==> config.mk <==
export PLATFORM = sky130hd
export DESIGN_NAME = can_irq_sources
export DESIGN_NICKNAME = d
export VERILOG_FILES = /design/src/can_irq_pkg.sv /design/src/can_irq_if.sv /design/src/can_err_watch.sv /design/src/can_flag_bank.sv /design/src/can_irq_sources.sv
export SDC_FILE = /design/constraint.sdc
export NUM_CORES = 1
export LEC_CHECK = 0
export BUFFER_PORTS_ARGS = -buffer_cell sky130_fd_sc_hd__buf_4
export CAP_MARGIN = 15
export CORE_MARGIN = 2
export CORE_UTILIZATION = 40
export CTS_CLUSTER_DIAMETER = 60
export DETAILED_ROUTE_END_ITERATION = 6
export GPL_TIMING_DRIVEN = 0
export SYNTH_ARGS = -nofsm -noshare
export SYNTH_HDL_FRONTEND = slang
export SYNTH_HIERARCHICAL = 1
export SYNTH_SLANG_ARGS = --single-unit
==> constraint.sdc <==
create_clock -name clk -period 1.71 [get_ports clk]
set_input_delay 0.0855 -clock clk [delete_from_list [all_inputs] [get_ports clk]]
set_output_delay 0.0855 -clock clk [all_outputs]
set_load 0.01 [all_outputs]
==> src/can_irq_pkg.sv <==
// constants and types for the can interrupt source block
package can_irq_pkg;
   // register offsets (word addresses on the plain register port)
   localparam logic [3:0] OFS_EVENT_FLAGS   = 4'h0; // read: flags, write 1: clear
   localparam logic [3:0] OFS_EVENT_MASK    = 4'h1; // event_irq_mask
   localparam logic [3:0] OFS_MAILBOX_MASK  = 4'h2; // mailbox_irq_mask
   localparam logic [3:0] OFS_DATA_RX       = 4'h3; // read: data_received_flags, w1c
   localparam logic [3:0] OFS_REMOTE_PEND   = 4'h4; // read: remote_pending_flags, w1c
   localparam logic [3:0] OFS_LINE_STATUS   = 4'h5; // read: request lines
   localparam logic [3:0] OFS_MODE          = 4'h6; // bit 0: test mode
   localparam logic [3:0] OFS_ERR_COUNTERS  = 4'h7; // read: tec/rec
   localparam logic [3:0] OFS_ISTAT         = 4'h8; // sticky status, read only
   localparam logic [3:0] OFS_ICLR          = 4'h9; // write one to clear status
   localparam logic [3:0] OFS_IEN           = 4'ha; // status enable

   localparam int ADDR_W  = 4;
   localparam int DATA_W  = 32;
   localparam int FLAG_W  = 16;
   localparam int MBOX_N  = 16;
   localparam int CNT_W   = 9;
   localparam int LINE_W  = 4;

   // event flag bit positions
   localparam int F_RESET_HALT_SLEEP = 0;
   localparam int F_DATA_RX_SUM      = 1;
   localparam int F_REMOTE_SUM       = 2;
   localparam int F_TX_WARN          = 3;
   localparam int F_RX_WARN          = 4;
   localparam int F_ERR_PASSIVE      = 5;
   localparam int F_BUS_OFF          = 6;
   localparam int F_OVERLOAD         = 7;
   localparam int F_OVERRUN          = 9;
   localparam int F_SLEEP_ACTIVITY   = 12;
   localparam int F_MSG_ERROR        = 13;

   // masks of which flags feed the error and status lines
   localparam logic [FLAG_W-1:0] ERROR_LINE_SET  = 16'h0078;
   localparam logic [FLAG_W-1:0] STATUS_LINE_SET = 16'h3281;
   localparam logic [FLAG_W-1:0] FLAG_RESET_VAL  = 16'h0000;
   localparam logic [FLAG_W-1:0] MASK_RESET_VAL  = 16'hffff; // all masked
   localparam logic [DATA_W-1:0] ZERO_WORD       = 32'h0000_0000;

   // error counter thresholds
   localparam logic [CNT_W-1:0] WARN_LIMIT    = 9'h060; // 96
   localparam logic [CNT_W-1:0] PASSIVE_LIMIT = 9'h080; // 128
   localparam logic [CNT_W-1:0] BUS_OFF_LIMIT = 9'h100; // 256

   // request line bit positions
   localparam int L_ERROR   = 0;
   localparam int L_STATUS  = 1;
   localparam int L_MBOX0   = 2;
   localparam int L_MBOXN   = 3;

   typedef enum logic [1:0] {
      LVL_ACTIVE  = 2'b00,
      LVL_WARN    = 2'b01,
      LVL_PASSIVE = 2'b10,
      LVL_BUS_OFF = 2'b11
   } err_level_t;

   // any bit of a masked set
   function automatic logic any_set(input logic [FLAG_W-1:0] v,
                                    input logic [FLAG_W-1:0] m);
      return |(v & ~m);
   endfunction
endpackage

==> src/can_irq_if.sv <==
// bundle carrying error counter level and crossings between modules
`timescale 1ns/1ps
`default_nettype none
interface can_irq_if;
   import can_irq_pkg::*;
   logic tx_warn_rise;
   logic rx_warn_rise;
   logic passive_rise;
   logic bus_off_change;
   err_level_t level;
   modport watcher (output tx_warn_rise, output rx_warn_rise, output passive_rise,
                    output bus_off_change, output level);
   modport user    (input tx_warn_rise, input rx_warn_rise, input passive_rise,
                    input bus_off_change, input level);
endinterface
`default_nettype wire

==> src/can_err_watch.sv <==
// error counter threshold watcher, emits one-cycle crossing pulses
`timescale 1ns/1ps
`default_nettype none
module can_err_watch
   import can_irq_pkg::*;
(
   // clock and reset
   input  wire logic             clk,
   input  wire logic             rst_n,
   // error counters
   input  wire logic [CNT_W-1:0] tec,
   input  wire logic [CNT_W-1:0] rec,
   // crossings out
   can_irq_if.watcher            ev
);
   logic tx_warn_now;
   logic rx_warn_now;
   logic passive_now;
   logic bus_off_now;
   logic tx_warn_reg;
   logic rx_warn_reg;
   logic passive_reg;
   logic bus_off_reg;

   // threshold compares
   assign tx_warn_now = tec >= WARN_LIMIT;
   assign rx_warn_now = rec >= WARN_LIMIT;
   assign passive_now = (tec >= PASSIVE_LIMIT) || (rec >= PASSIVE_LIMIT);
   assign bus_off_now = tec >= BUS_OFF_LIMIT;

   // previous levels, so each rising crossing, and any bus off change, gives one pulse
   always_ff @(posedge clk or negedge rst_n) begin
      if (!rst_n) begin
         tx_warn_reg <= 1'b0;
         rx_warn_reg <= 1'b0;
         passive_reg <= 1'b0;
         bus_off_reg <= 1'b0;
      end else begin
         tx_warn_reg <= tx_warn_now;
         rx_warn_reg <= rx_warn_now;
         passive_reg <= passive_now;
         bus_off_reg <= bus_off_now;
      end
   end

   assign ev.tx_warn_rise   = tx_warn_now & ~tx_warn_reg;
   assign ev.rx_warn_rise   = rx_warn_now & ~rx_warn_reg;
   assign ev.passive_rise   = passive_now & ~passive_reg;
   // entry into and recovery from bus off both report
   assign ev.bus_off_change = bus_off_now ^ bus_off_reg;
   assign ev.level = bus_off_now ? LVL_BUS_OFF :
                     passive_now ? LVL_PASSIVE :
                     (tx_warn_now | rx_warn_now) ? LVL_WARN : LVL_ACTIVE;
endmodule
`default_nettype wire

==> src/can_flag_bank.sv <==
// generic bank of sticky flags: set wins over write-one-to-clear
`timescale 1ns/1ps
`default_nettype none
module can_flag_bank
   import can_irq_pkg::*;
(
   // clock and reset
   input  wire logic              clk,
   input  wire logic              rst_n,
   // events and clears
   input  wire logic [FLAG_W-1:0] set,
   input  wire logic [FLAG_W-1:0] clr,
   // held flags
   output logic      [FLAG_W-1:0] flags
);
   logic [FLAG_W-1:0] flags_reg;
   logic [FLAG_W-1:0] flags_next;

   // set after clear so a same-cycle event is kept
   assign flags_next = (flags_reg & ~clr) | set;
   assign flags      = flags_reg;

   always_ff @(posedge clk or negedge rst_n) begin
      if (!rst_n) flags_reg <= FLAG_RESET_VAL;
      else        flags_reg <= flags_next;
   end
endmodule
`default_nettype wire

==> src/can_irq_sources.sv <==
// interrupt source aggregation for the can controller
`timescale 1ns/1ps
`default_nettype none
module can_irq_sources
   import can_irq_pkg::*;
(
   // clock and reset
   input  wire logic              clk,
   input  wire logic              rst_n,
   // register port
   input  wire logic [ADDR_W-1:0] reg_addr,
   input  wire logic [DATA_W-1:0] reg_wdata,
   input  wire logic              reg_write,
   input  wire logic              reg_read,
   output logic      [DATA_W-1:0] reg_rdata,
   // controller events
   input  wire logic              por_event,
   input  wire logic              halt_sleep_event,
   input  wire logic              overload_event,
   input  wire logic              overrun_event,
   input  wire logic              msg_error_event,
   input  wire logic              sleep_activity_event,
   input  wire logic [MBOX_N-1:0] data_rx_event,
   input  wire logic [MBOX_N-1:0] remote_req_event,
   input  wire logic [CNT_W-1:0]  tec,
   input  wire logic [CNT_W-1:0]  rec,
   // request lines
   output logic                   error_irq_line,
   output logic                   overload_status_irq_line,
   output logic                   mailbox_zero_irq_line,
   output logic                   other_mailbox_irq_line,
   output logic                   transfer_unit_req,
   output logic                   irq
);
   can_irq_if ev ();

   logic [FLAG_W-1:0] event_flags;
   logic [FLAG_W-1:0] event_set;
   logic [FLAG_W-1:0] event_clr;
   logic [MBOX_N-1:0] data_received_flags;
   logic [MBOX_N-1:0] remote_pending_flags;
   logic [MBOX_N-1:0] data_clr;
   logic [MBOX_N-1:0] remote_clr;
   logic [FLAG_W-1:0] event_irq_mask_reg;
   logic [MBOX_N-1:0] mailbox_irq_mask_reg;
   logic              test_mode_reg;
   logic              por_seen_reg;
   logic [LINE_W-1:0] istat;
   logic [LINE_W-1:0] istat_set;
   logic [LINE_W-1:0] istat_clr;
   logic [LINE_W-1:0] ien_reg;
   logic [LINE_W-1:0] lines;
   logic [MBOX_N-1:0] mbox_pending;
   logic [MBOX_N-1:0] mbox_active;
   logic [FLAG_W-1:0] eff_mask;
   logic [DATA_W-1:0] rdata_next;
   logic [DATA_W-1:0] rdata_reg;
   logic              reset_halt_sleep_flag;
   logic              data_frame_rx_summary_flag;
   logic              remote_request_summary_flag;
   logic              wr_flags;
   logic              wr_emask;
   logic              wr_mmask;
   logic              wr_data;
   logic              wr_remote;
   logic              wr_mode;
   logic              wr_iclr;
   logic              wr_ien;

   // threshold watcher
   can_err_watch u_watch (
      .clk   (clk),
      .rst_n (rst_n),
      .tec   (tec),
      .rec   (rec),
      .ev    (ev.watcher)
   );

   // address decode for writes
   assign wr_flags  = reg_write && (reg_addr == OFS_EVENT_FLAGS);
   assign wr_emask  = reg_write && (reg_addr == OFS_EVENT_MASK);
   assign wr_mmask  = reg_write && (reg_addr == OFS_MAILBOX_MASK);
   assign wr_data   = reg_write && (reg_addr == OFS_DATA_RX);
   assign wr_remote = reg_write && (reg_addr == OFS_REMOTE_PEND);
   assign wr_mode   = reg_write && (reg_addr == OFS_MODE);
   assign wr_iclr   = reg_write && (reg_addr == OFS_ICLR);
   assign wr_ien    = reg_write && (reg_addr == OFS_IEN);

   // per-mailbox flags
   assign data_clr   = wr_data   ? reg_wdata[MBOX_N-1:0] : '0;
   assign remote_clr = wr_remote ? reg_wdata[MBOX_N-1:0] : '0;

   can_flag_bank u_data_rx (
      .clk   (clk),
      .rst_n (rst_n),
      .set   (data_rx_event),
      .clr   (data_clr),
      .flags (data_received_flags)
   );

   can_flag_bank u_remote (
      .clk   (clk),
      .rst_n (rst_n),
      .set   (remote_req_event),
      .clr   (remote_clr),
      .flags (remote_pending_flags)
   );

   // summary flags follow the mailbox flags across all sixteen
   assign data_frame_rx_summary_flag  = |data_received_flags;
   assign remote_request_summary_flag = |remote_pending_flags;

   // event flag sets; message error ignored outside test mode
   always_comb begin
      event_set = '0;
      event_set[F_RESET_HALT_SLEEP] = por_event | halt_sleep_event;
      event_set[F_TX_WARN]          = ev.tx_warn_rise;
      event_set[F_RX_WARN]          = ev.rx_warn_rise;
      event_set[F_ERR_PASSIVE]      = ev.passive_rise;
      event_set[F_BUS_OFF]          = ev.bus_off_change;
      event_set[F_OVERLOAD]         = overload_event;
      event_set[F_OVERRUN]          = overrun_event;
      event_set[F_SLEEP_ACTIVITY]   = sleep_activity_event;
      event_set[F_MSG_ERROR]        = msg_error_event & test_mode_reg;
   end

   // summary bits are not stored, so they are never cleared here
   assign event_clr = wr_flags ? reg_wdata[FLAG_W-1:0] : '0;

   can_flag_bank u_events (
      .clk   (clk),
      .rst_n (rst_n),
      .set   (event_set),
      .clr   (event_clr),
      .flags (event_flags)
   );

   assign reset_halt_sleep_flag = event_flags[F_RESET_HALT_SLEEP];

   // power-on reset origin bypasses the mask
   always_ff @(posedge clk or negedge rst_n) begin
      if (!rst_n) begin
         por_seen_reg <= 1'b0;
      end else if (por_event) begin
         por_seen_reg <= 1'b1;
      end else if (event_clr[F_RESET_HALT_SLEEP]) begin
         por_seen_reg <= 1'b0;
      end
   end

   // mask and mode registers
   always_ff @(posedge clk or negedge rst_n) begin
      if (!rst_n) begin
         event_irq_mask_reg   <= MASK_RESET_VAL;
         mailbox_irq_mask_reg <= MASK_RESET_VAL;
         test_mode_reg        <= 1'b0;
         ien_reg              <= '0;
      end else begin
         if (wr_emask) event_irq_mask_reg   <= reg_wdata[FLAG_W-1:0];
         if (wr_mmask) mailbox_irq_mask_reg <= reg_wdata[MBOX_N-1:0];
         if (wr_mode)  test_mode_reg        <= reg_wdata[0];
         if (wr_ien)   ien_reg              <= reg_wdata[LINE_W-1:0];
      end
   end

   // effective event mask: reset flag from power-on is never masked
   always_comb begin
      eff_mask = event_irq_mask_reg;
      if (por_seen_reg) eff_mask[F_RESET_HALT_SLEEP] = 1'b0;
   end

   // mailbox gating
   assign mbox_pending = data_received_flags | remote_pending_flags;
   assign mbox_active  = mbox_pending & ~mailbox_irq_mask_reg;

   // request lines, held while any unmasked source is set
   assign lines[L_ERROR]  = any_set(event_flags & ERROR_LINE_SET, eff_mask);
   assign lines[L_STATUS] = any_set(event_flags & STATUS_LINE_SET, eff_mask);
   assign lines[L_MBOX0]  = mbox_active[0];
   assign lines[L_MBOXN]  = |mbox_active[MBOX_N-1:1];

   assign error_irq_line           = lines[L_ERROR];
   assign overload_status_irq_line = lines[L_STATUS];
   assign mailbox_zero_irq_line    = lines[L_MBOX0];
   assign other_mailbox_irq_line   = lines[L_MBOXN];
   // the transfer unit only sees the mailbox zero line
   assign transfer_unit_req        = lines[L_MBOX0];

   // sticky line status for the summary interrupt
   assign istat_set = lines;
   assign istat_clr = wr_iclr ? reg_wdata[LINE_W-1:0] : '0;

   always_ff @(posedge clk or negedge rst_n) begin
      if (!rst_n) istat <= '0;
      else        istat <= (istat & ~istat_clr) | istat_set;
   end

   assign irq = |(istat & ien_reg);

   // read mux; unmapped addresses read as zero
   always_comb begin
      rdata_next = ZERO_WORD;
      if (reg_addr == OFS_EVENT_FLAGS) begin
         rdata_next[FLAG_W-1:0] = event_flags;
         rdata_next[F_DATA_RX_SUM] = data_frame_rx_summary_flag;
         rdata_next[F_REMOTE_SUM]  = remote_request_summary_flag;
      end else if (reg_addr == OFS_EVENT_MASK) begin
         rdata_next[FLAG_W-1:0] = event_irq_mask_reg;
      end else if (reg_addr == OFS_MAILBOX_MASK) begin
         rdata_next[MBOX_N-1:0] = mailbox_irq_mask_reg;
      end else if (reg_addr == OFS_DATA_RX) begin
         rdata_next[MBOX_N-1:0] = data_received_flags;
      end else if (reg_addr == OFS_REMOTE_PEND) begin
         rdata_next[MBOX_N-1:0] = remote_pending_flags;
      end else if (reg_addr == OFS_LINE_STATUS) begin
         rdata_next[LINE_W-1:0] = lines;
      end else if (reg_addr == OFS_MODE) begin
         rdata_next[0] = test_mode_reg;
      end else if (reg_addr == OFS_ERR_COUNTERS) begin
         rdata_next[CNT_W-1:0]         = tec;
         rdata_next[FLAG_W+CNT_W-1:FLAG_W] = rec;
      end else if (reg_addr == OFS_ISTAT) begin
         rdata_next[LINE_W-1:0] = istat;
      end else if (reg_addr == OFS_IEN) begin
         rdata_next[LINE_W-1:0] = ien_reg;
      end
   end

   // read data valid only in the cycle after the strobe
   always_ff @(posedge clk or negedge rst_n) begin
      if (!rst_n)        rdata_reg <= ZERO_WORD;
      else if (reg_read) rdata_reg <= rdata_next;
      else               rdata_reg <= ZERO_WORD;
   end

   assign reg_rdata = rdata_reg;
endmodule
`default_nettype wire

==> results_dict.tcl, run 1 <==
set metrics [dict create \
    cpLargestDelayFamily "simple AND/OR/NAND/NOR gates" \
    area_growth_pct 45.61 \
    routed_via_density 5.295 \
    end_kind "primary output" \
    pwr-share-seq_pct 40.6 \
    synth_area_sq_mm 0.006013 \
    required_ps 1620 \
    grt_start_max_net_pins 100 \
    cpPeakStageDelay_ps 430 \
    clk_latency_ps 420 \
    p_switching_uw 2043 \
    gp_congestion 0.8879 \
    cts_root_buf "clkbuf_16" \
    cpMaxStageDelayCell "dfrtp_1" \
    grt_pass1_wl_microns 29580 \
    hold_start "tec[8]" \
    start_util_pct 41.22 \
    drc 0 \
    globalRouteOverflowTotal 0 \
    skew_ps 6.936 \
    slew_headroom_pct 53.83 \
    rsz0062_at_grt "yes" \
    core_sq_mm 0.01459 \
    power.density_mw_per_mm2 951.4 \
    worstPathMaxFanout 4 \
    largest_reg_flops 25 \
    grt_pass1_vias 5345 \
    finalPower_uw 8330 \
    arrival_ps 1740 \
    port_buffers 107 \
    crit_buf_inv 1 \
    ys_warn_count 6 \
    die_h_microns 126.6 \
    rr_worst_depth 6 \
    diodes 0 \
    worst_r2r_endpoint "reg_rdata[1]" \
    pin_count 134 \
    grt_use_total_pct 24.06 \
    ant_nets 0 \
    fmax_ghz 0.5484 \
    hold_path_end "u_events/flags[6]" \
    clk_pin_slew_worst_paths_ps 50 \
    nNetsFinal 890 \
    cts_buffers 17 \
    clock_path_buffers 2 \
    period_minus_slack_ps 1824 \
    vias 5247 \
    regToRegSetupSlack_ps 20 \
    die_w_microns 126.6 \
    wirelength_microns 18850 \
    min_path_type "in2reg" \
    tightest_slew_ps 688.7 \
    setup_slack_ps -113.6 \
    cts_sinks 117 \
    cap_violations 0 \
    layout-drive-gt1-share_pct 39.16 \
    ctsHtreeMaxLevel 4 \
    crit_chain "nor2_2 -> o22ai_1 -> nor4_2 -> nand2_2 -> buf_6" \
    p_int_uw 6287 \
    swShare_pct 24.53 \
    reg2reg_from "u_data_rx/flags[3]" \
    antenna_found_initial 0 \
    drtIter0Drc 280 \
    cts_tree "yes" \
    violations "negative setup slack" \
    rows 44 \
    share_comb_of_total_power_pct 16.3 \
    status "complete, but fails checks" \
    synth_cells 557 \
    first_pass_iters 5 \
    min_path_cells 3 \
    slew_violations 0 \
    crit_path_start_kind "register" \
    dp_hpwl_microns 12740 \
    p_leak_uw 0.003788 \
    finalSetupViolCount 1 \
    avgSynthCellArea_sq_um 10.80 \
    path_class "reg2out" \
    die-area_sq_mm 0.01603 \
    min_period_over_period_pct 106.6 \
    routedWlPerCell_microns 19.02 \
    tns_ps -113.6 \
    max-vdd-ir-drop_v 0.0006876 \
    clkPwrFrac_pct 43.1 \
    finalHoldViolCount 0 \
]
-- repair_timing --
| item | in CTS | in global routing |
|---|---|---|
| buffers inserted | 17 | 15 |
| hold buffers | 67 | 0 |
| endpoints found under the hold margin | 174 | 0 |
| pin swaps | 6 | 9 |
| setup endpoints to repair | 5 | 17 |
| resized for setup | 23 | 13 |
-- worst max path at each step --
stage	startpoint	to	slack [ps]	cells after the start
final	u_data_rx/flags[2]	other_mailbox_irq_line	-110	5
after global routing	u_data_rx/flags[13]	other_mailbox_irq_line	-160	5
after CTS	u_remote/flags[14]	other_mailbox_irq_line	-70	5
after detailed placement	reg_addr[2]	u_data_rx/flags[8]	-360	7
after global placement	reg_addr[2]	u_data_rx/flags[13]	-340	7
after floorplan	reg_addr[2]	u_data_rx/flags[10]	300	7
-- per-stage QoR --
step | hold slack [ps] | util [%] | worst slack [ps] | std cells | area (sq um)
after global placement | 262.7 | 48.58 | -340.2 | 859 | 7088
after detailed placement | -61.89 | 48.80 | -362.5 | 860 | 7119
after CTS | 43.57 | 59.01 | -66.69 | 976 | 8608
after floorplan | -210.1 | - | 297.8 | 568 | 6055
after global routing | 64.84 | 60.02 | -159.9 | 991 | 8756
final | 52.59 | 60.02 | -113.6 | 991 | 8756
-- metal layers --
metal	GRT usage, %	up-vias	share of wire (%)
li1	-	2418	-
met1	31.65	2616	44
met2	38.94	184	48
met3	5.441	29	5.6
met4	9.050	0	2.4
met5	0	-	0
-- layout make-up --
class	instances	area, sq um
Buffer	35	251.5
Clock buffer	22	464.2
Clock inverter	10	130.1
Fill cell	1239	5833
Inverter	61	229.0
Multi-Input combinational cell	355	2724
Sequential cell	117	2974
Tap cell	184	230.2
Timing Repair Buffer	207	1753
-- power groups by stage --
stage | combinational, uW | clock (uW) | sequential, uW
6_report | 1360 | 3590 | 3380
5_1_grt | 1460 | 3760 | 3410
4_1_cts | 1300 | 3640 | 3370
3_5_place_dp | 1100 | 0 | 3400
3_3_place_gp | 1070 | 0 | 3390
2_1_floorplan | 642 | 0 | 3340
-- cells in the final DEF (no fill, tap or decap), types with 3 or more instances in the layout --
master / count
buf_4: 145
dfrtp_1: 80
dlygate4sd3_1: 68
inv_1: 60
a21o_1: 51
mux2_2: 37
and3_1: 34
dfstp_2: 32
and2_1: 27
nor2_1: 25
a22oi_1: 22
clkbuf_16: 17
nand2_1: 16
conb_1: 12
clkbuf_1: 11
o22ai_1: 10
mux2_4: 10
nor2_2: 9
a21oi_1: 9
o21ai_0: 9
nor4_1: 8
buf_2: 7
a21boi_0: 7
clkbuf_8: 6
buf_6: 6
clkinv_2: 5
dfrtp_2: 5
nand2b_1: 4
mux4_2: 4
a211oi_1: 4
nand3_1: 4
nor2b_1: 3
a221oi_1: 3
o22ai_2: 3
a31oi_1: 3
a22o_1: 3
bufinv_16: 3
-- worst reg2reg max path: stages, from the launching register on --
cell and delay (ps):
dfrtp_2 410, buf_4 160, nor4_1 450, and3_1 230, nand3_1 110, nand3_1 130
a31oi_1 60
(Power assumes the default switching activity.)
==> run 2, diff against run 1 <==
CORE_UTILIZATION = 30   (was 40)
==> run 2 against run 1 <==
Against the previous run:
- the run still ends with negative setup slack left
- wire length increased by 2.2%
- via count about the same
- first-iteration DRC count increased by 27%
- critical path type unchanged
- critical endpoint unchanged
- highest routed layer unchanged
==> results_dict.tcl, run 2 (synthesis gave the netlist of run 1 again) <==
set metrics [dict create \
    period_minus_slack_ps 1799 \
    min_path_type "in2reg" \
    antenna_found_initial 0 \
    fmax_ghz 0.5558 \
    clk_latency_ps 420 \
    crit_path_start_kind "register" \
    cts_root_buf "clkbuf_16" \
    drc 0 \
    grt_use_total_pct 18.57 \
    slew_headroom_pct 53.75 \
    nNetsFinal 884 \
    first_pass_iters 5 \
    routedWlPerCell_microns 18.08 \
    cap_violations 0 \
    required_ps 1620 \
    p_leak_uw 0.003785 \
    clock_path_buffers 2 \
    power.density_mw_per_mm2 973.5 \
    skew_ps 6.436 \
    globalRouteOverflowTotal 0 \
    ant_nets 0 \
    multi_input_area_sq_mm 0.002735 \
    rows 51 \
    pin_count 134 \
    diodes 0 \
    cts_tree "yes" \
    gp_congestion 0.8746 \
    slew_violations 0 \
    grt_start_max_net_pins 68 \
    cts_sinks 117 \
    rsz0062_at_grt "yes" \
    vias 5249 \
    ff_latch_area_sq_mm 0.002977 \
    largest_reg_flops 25 \
    wirelength_microns 19270 \
    rr_worst_depth 6 \
    min_period_over_period_pct 105.2 \
    port_buffers 107 \
    worstPathMaxFanout 2 \
    grt_pass1_vias 5175 \
    status "complete, but fails checks" \
    routed_via_density 4.924 \
    die_w_microns 145.6 \
    drtIter0Drc 355 \
    die_h_microns 145.6 \
    arrival_ps 1710 \
    violations "negative setup slack" \
    final_cell_mix "buf_4 (139), dfrtp_1 (78), dlygate4sd3_1 (68)" \
    dp_hpwl_microns 13310 \
    setup_slack_ps -89.30 \
    finalSetupViolCount 1 \
    clk_pin_slew_worst_paths_ps 60 \
    end_kind "primary output" \
    layout_commonest_cell "buf_4" \
    die-area_sq_mm 0.02119 \
    area_growth_pct 47.79 \
    grt_pass1_wl_microns 30010 \
    cts_buffers 17 \
    tightest_slew_ps 690.0 \
    core_sq_mm 0.01959 \
    fillers 1871 \
    fin_area_sq_mm 0.008887 \
    min_path_cells 3 \
    placed_cell_area_sq_mm 0.007221 \
    start_util_pct 30.70 \
    ctsHtreeMaxLevel 4 \
    hold_ws_ps 52.16 \
    finalHoldViolCount 0 \
    path_class "reg2out" \
    layout-drive-gt1-share_pct 39.20 \
    max-vdd-ir-drop_v 0.0006749 \
]
-- run 2: cell count changes in the layout (fill, tap and decap cells not counted), moves of 2 or more --
cell / before / now
clkbuf_1: 11 / 9
clkbuf_8: 6 / 4
clkinv_4: 0 / 5
nor2_2: 9 / 7
nor2_1: 25 / 27
buf_4: 145 / 139
bufinv_16: 3 / 5
clkinv_2: 5 / 1
dfrtp_2: 5 / 7
dfrtp_1: 80 / 78
-- run 2: worst paths after layout --
path / from / endpoint / slack, ps
worst max-delay path: u_remote/flags[9] / other_mailbox_irq_line / -90
worst min-delay path: tec[8] / u_events/flags[6] / 50
worst max register to register: u_data_rx/flags[3] / reg_rdata[1] / 60
worst min register to register: u_events/flags[8] / u_events/flags[8] / 470
max in group asynchronous: rst_n / event_irq_mask_reg[14] / 770
min in group asynchronous: rst_n / reg_rdata[4] / 190
-- run 2: timing repair --
item	4_1_cts	5_1_grt
hold buffers	67	0
pin swaps	10	8
endpoints found under the hold margin	141	0
endpoints found under the setup margin	5	12
setup buffers	11	15
gates resized for setup	19	19
-- run 2: power breakdown --
group	total, uW	switching [uW]	internal (uW)
Clock	3950	1360	2590
Combinational	1320	578	742
Sequential	3380	220	3160
-- run 2: cell type report --
cell class                 count  share of cell area (%)
buffer                        35                   2.830
clock buffer                  17                   4.787
clock inverter                15                   2.590
inverter                      61                   2.576
multi-input combinational    355                   30.78
sequential                   117                   33.49
tap                          265                   3.731
timing repair buffer         201                   19.22
-- run 2: through the flow --
stage | total power, uW | worst slack, ps | utilization (%) | std cells | TNS [ps]
floorplan | 3979 | 297.8 | - | 568 | 0
global placement | 4473 | -428.8 | 36.70 | 940 | -11090
detailed placement | 4503 | -435.7 | 36.86 | 941 | -10620
CTS | 8690 | -88.76 | 44.52 | 1051 | -88.76
global route | 8993 | -167.7 | 45.37 | 1066 | -173.1
finish | 8652 | -89.30 | 45.37 | 1066 | -89.30
-- run 2: worst max-delay path: stages (launching register included) --
cell and delay [ps]:
dfrtp_1 400, nor2_2 160, o22ai_4 90, nor4_4 350, nand2_2 140, buf_6 150
-- run 2: per-layer routing --
layer	vias up	share of wire, %	global-route usage, %
met4	0	2.4	6.569
met2	231	47	29.45
li1	2405	-	-
met3	34	6.6	4.295
met1	2579	44	24.97
met5	-	0	0
==> run 3, diff against run 2 <==
PLACE_DENSITY = 0.58   (was not set)
SKIP_LAST_GASP = 1   (was not set)
==> run 3 against run 2 <==
Against the previous run:
- the flow still finishes with violations (negative setup slack)
- non-clock buffer count down 7
- setup slack better by 14 ps
- design area down 1.2%
- critical path depth down 1
- clock power down 4%
- maximum frequency up 0.80%
- critical path type unchanged
- critical endpoint unchanged
- largest cell class unchanged
- largest power group unchanged
==> results_dict.tcl, run 3 (synthesis gave the netlist of run 1 again) <==
set metrics [dict create \
    status "complete, but fails checks" \
    violations "negative setup slack" \
    ant_nets 0 \
    hold_start "tec[8]" \
    ctsHtreeMaxLevel 4 \
    finalSetupViolCount 1 \
    min_period_over_period_pct 104.4 \
    crit_path_start_kind "register" \
    min_path_type "in2reg" \
    largest_reg_flops 25 \
    finalHoldViolCount 0 \
    worstPathMaxFanout 2 \
    routed_via_density 4.893 \
    worst_r2r_endpoint "reg_rdata[2]" \
    reg2reg_from "u_remote/flags[3]" \
    clk_latency_ps 420 \
    ff_latch_area_sq_mm 0.002973 \
    grt_start_max_net_pins 71 \
    first_pass_iters 6 \
    fmax_ghz 0.5602 \
    cts_sinks 117 \
    tightest_slew_ps 729.9 \
    vias 5177 \
    clock_path_buffers 2 \
    routedWlPerCell_microns 18.24 \
    rr_worst_depth 5 \
    die-area_sq_mm 0.02119 \
    antenna_found_initial 0 \
    regToRegSetupSlack_ps 90 \
    max-vdd-ir-drop_v 0.0006719 \
    layout_commonest_cell "buf_4" \
    arrival_ps 1700 \
    cap_violations 0 \
    min_path_cells 3 \
    drtIter0Drc 363 \
    dp_hpwl_microns 13310 \
    wirelength_microns 19300 \
    layout-drive-gt1-share_pct 37.33 \
    period_minus_slack_ps 1785 \
    grt_use_total_pct 18.71 \
    path_class "reg2out" \
    rows 51 \
    p_leak_uw 0.003748 \
    cts_buffers 17 \
    skew_ps 10.27 \
    grt_pass1_vias 5267 \
    required_ps 1620 \
    start_util_pct 30.70 \
    diodes 0 \
    core_sq_mm 0.01959 \
    slew_violations 0 \
    die_h_microns 145.6 \
    setup_slack_ps -74.96 \
    globalRouteOverflowTotal 0 \
    finalPower_uw 8461 \
    area_growth_pct 45.96 \
    grt_pass1_wl_microns 30330 \
    pin_count 134 \
    rsz0062_at_grt "yes" \
    port_buffers 107 \
    tns_ps -74.96 \
    final_cell_mix "buf_4 (132), dfrtp_1 (81), dlygate4sd3_1 (68)" \
    drc 0 \
    hold_path_end "u_events/flags[6]" \
    gp_congestion 0.8678 \
    nNetsFinal 877 \
    cts_tree "yes" \
    clk_pin_slew_worst_paths_ps 60 \
    die_w_microns 145.6 \
    slew_headroom_pct 51.08 \
    fillers 1910 \
    power.density_mw_per_mm2 963.9 \
    multi_input_area_sq_mm 0.002713 \
    end_kind "primary output" \
    hold_ws_ps 66.23 \
    cts_root_buf "clkbuf_16" \
]
==> run 3: cell type report <==
type	count	share of cell area, %
Multi-Input combinational cell	355	30.91
Inverter	61	2.609
Clock buffer	22	5.403
Sequential cell	117	33.87
Clock inverter	9	1.711
Tap cell	265	3.778
Timing Repair Buffer	194	18.86
Buffer	35	2.865
==> run 3: critical path, stage by stage (launching register included) <==
cell and delay (ps):
dfstp_2 540, o22ai_2 110, nor4_4 360, nand2_2 130, buf_6 140
==> run 3: metal layers <==
layer / wire length, microns / GRT usage, % / share of wire, % / up-vias
li1: - / - / - / 2379
met1: 8566 / 24.99 / 44 / 2572
met2: 9159 / 30.12 / 47 / 195
met3: 1190 / 4.639 / 6.2 / 31
met4: 387 / 5.637 / 2.0 / 0
met5: 0 / 0 / 0 / -
==> run 3: how the worst max path moves through the flow <==
stage / cells past startpoint / end / slack (ps) / from
2_1_floorplan: 7 / u_data_rx/flags[10] / 300 / reg_addr[2]
3_3_place_gp: 7 / u_data_rx/flags[10] / -430 / reg_addr[2]
3_5_place_dp: 7 / u_data_rx/flags[11] / -430 / reg_addr[2]
4_1_cts: 4 / other_mailbox_irq_line / -80 / mailbox_irq_mask_reg[7]
5_1_grt: 5 / other_mailbox_irq_line / -180 / u_remote/flags[8]
6_report: 4 / other_mailbox_irq_line / -70 / mailbox_irq_mask_reg[9]
==> run 3: report_power, final <==
part           total [uW]  leakage [uW]  internal, uW  switching, uW
registers            3370       0.00123          3160            206
logic                1300       0.00222           728            568
clock network        3800      0.000302          2540           1260
total                8460       0.00375          6420           2040
==> run 3: metrics by stage <==
stage	instances	cell area (sq um)	utilization (%)	worst slack, ps
final	1058	8777	44.80	-74.96
after global routing	1058	8777	44.80	-178.7
after CTS	1054	8708	44.45	-80.94
after global placement	940	7189	36.70	-432.6
after floorplan	568	6055	-	297.8
after detailed placement	941	7221	36.86	-434.5
==> run 3: repair_timing <==
item                       CTS  global route
gates resized for setup     17            11
gates cloned                 0             0
hold endpoints to repair   138             0
pin swaps                    6             6
hold buffers                67             0
buffers inserted            15             4
setup endpoints to repair    5            14
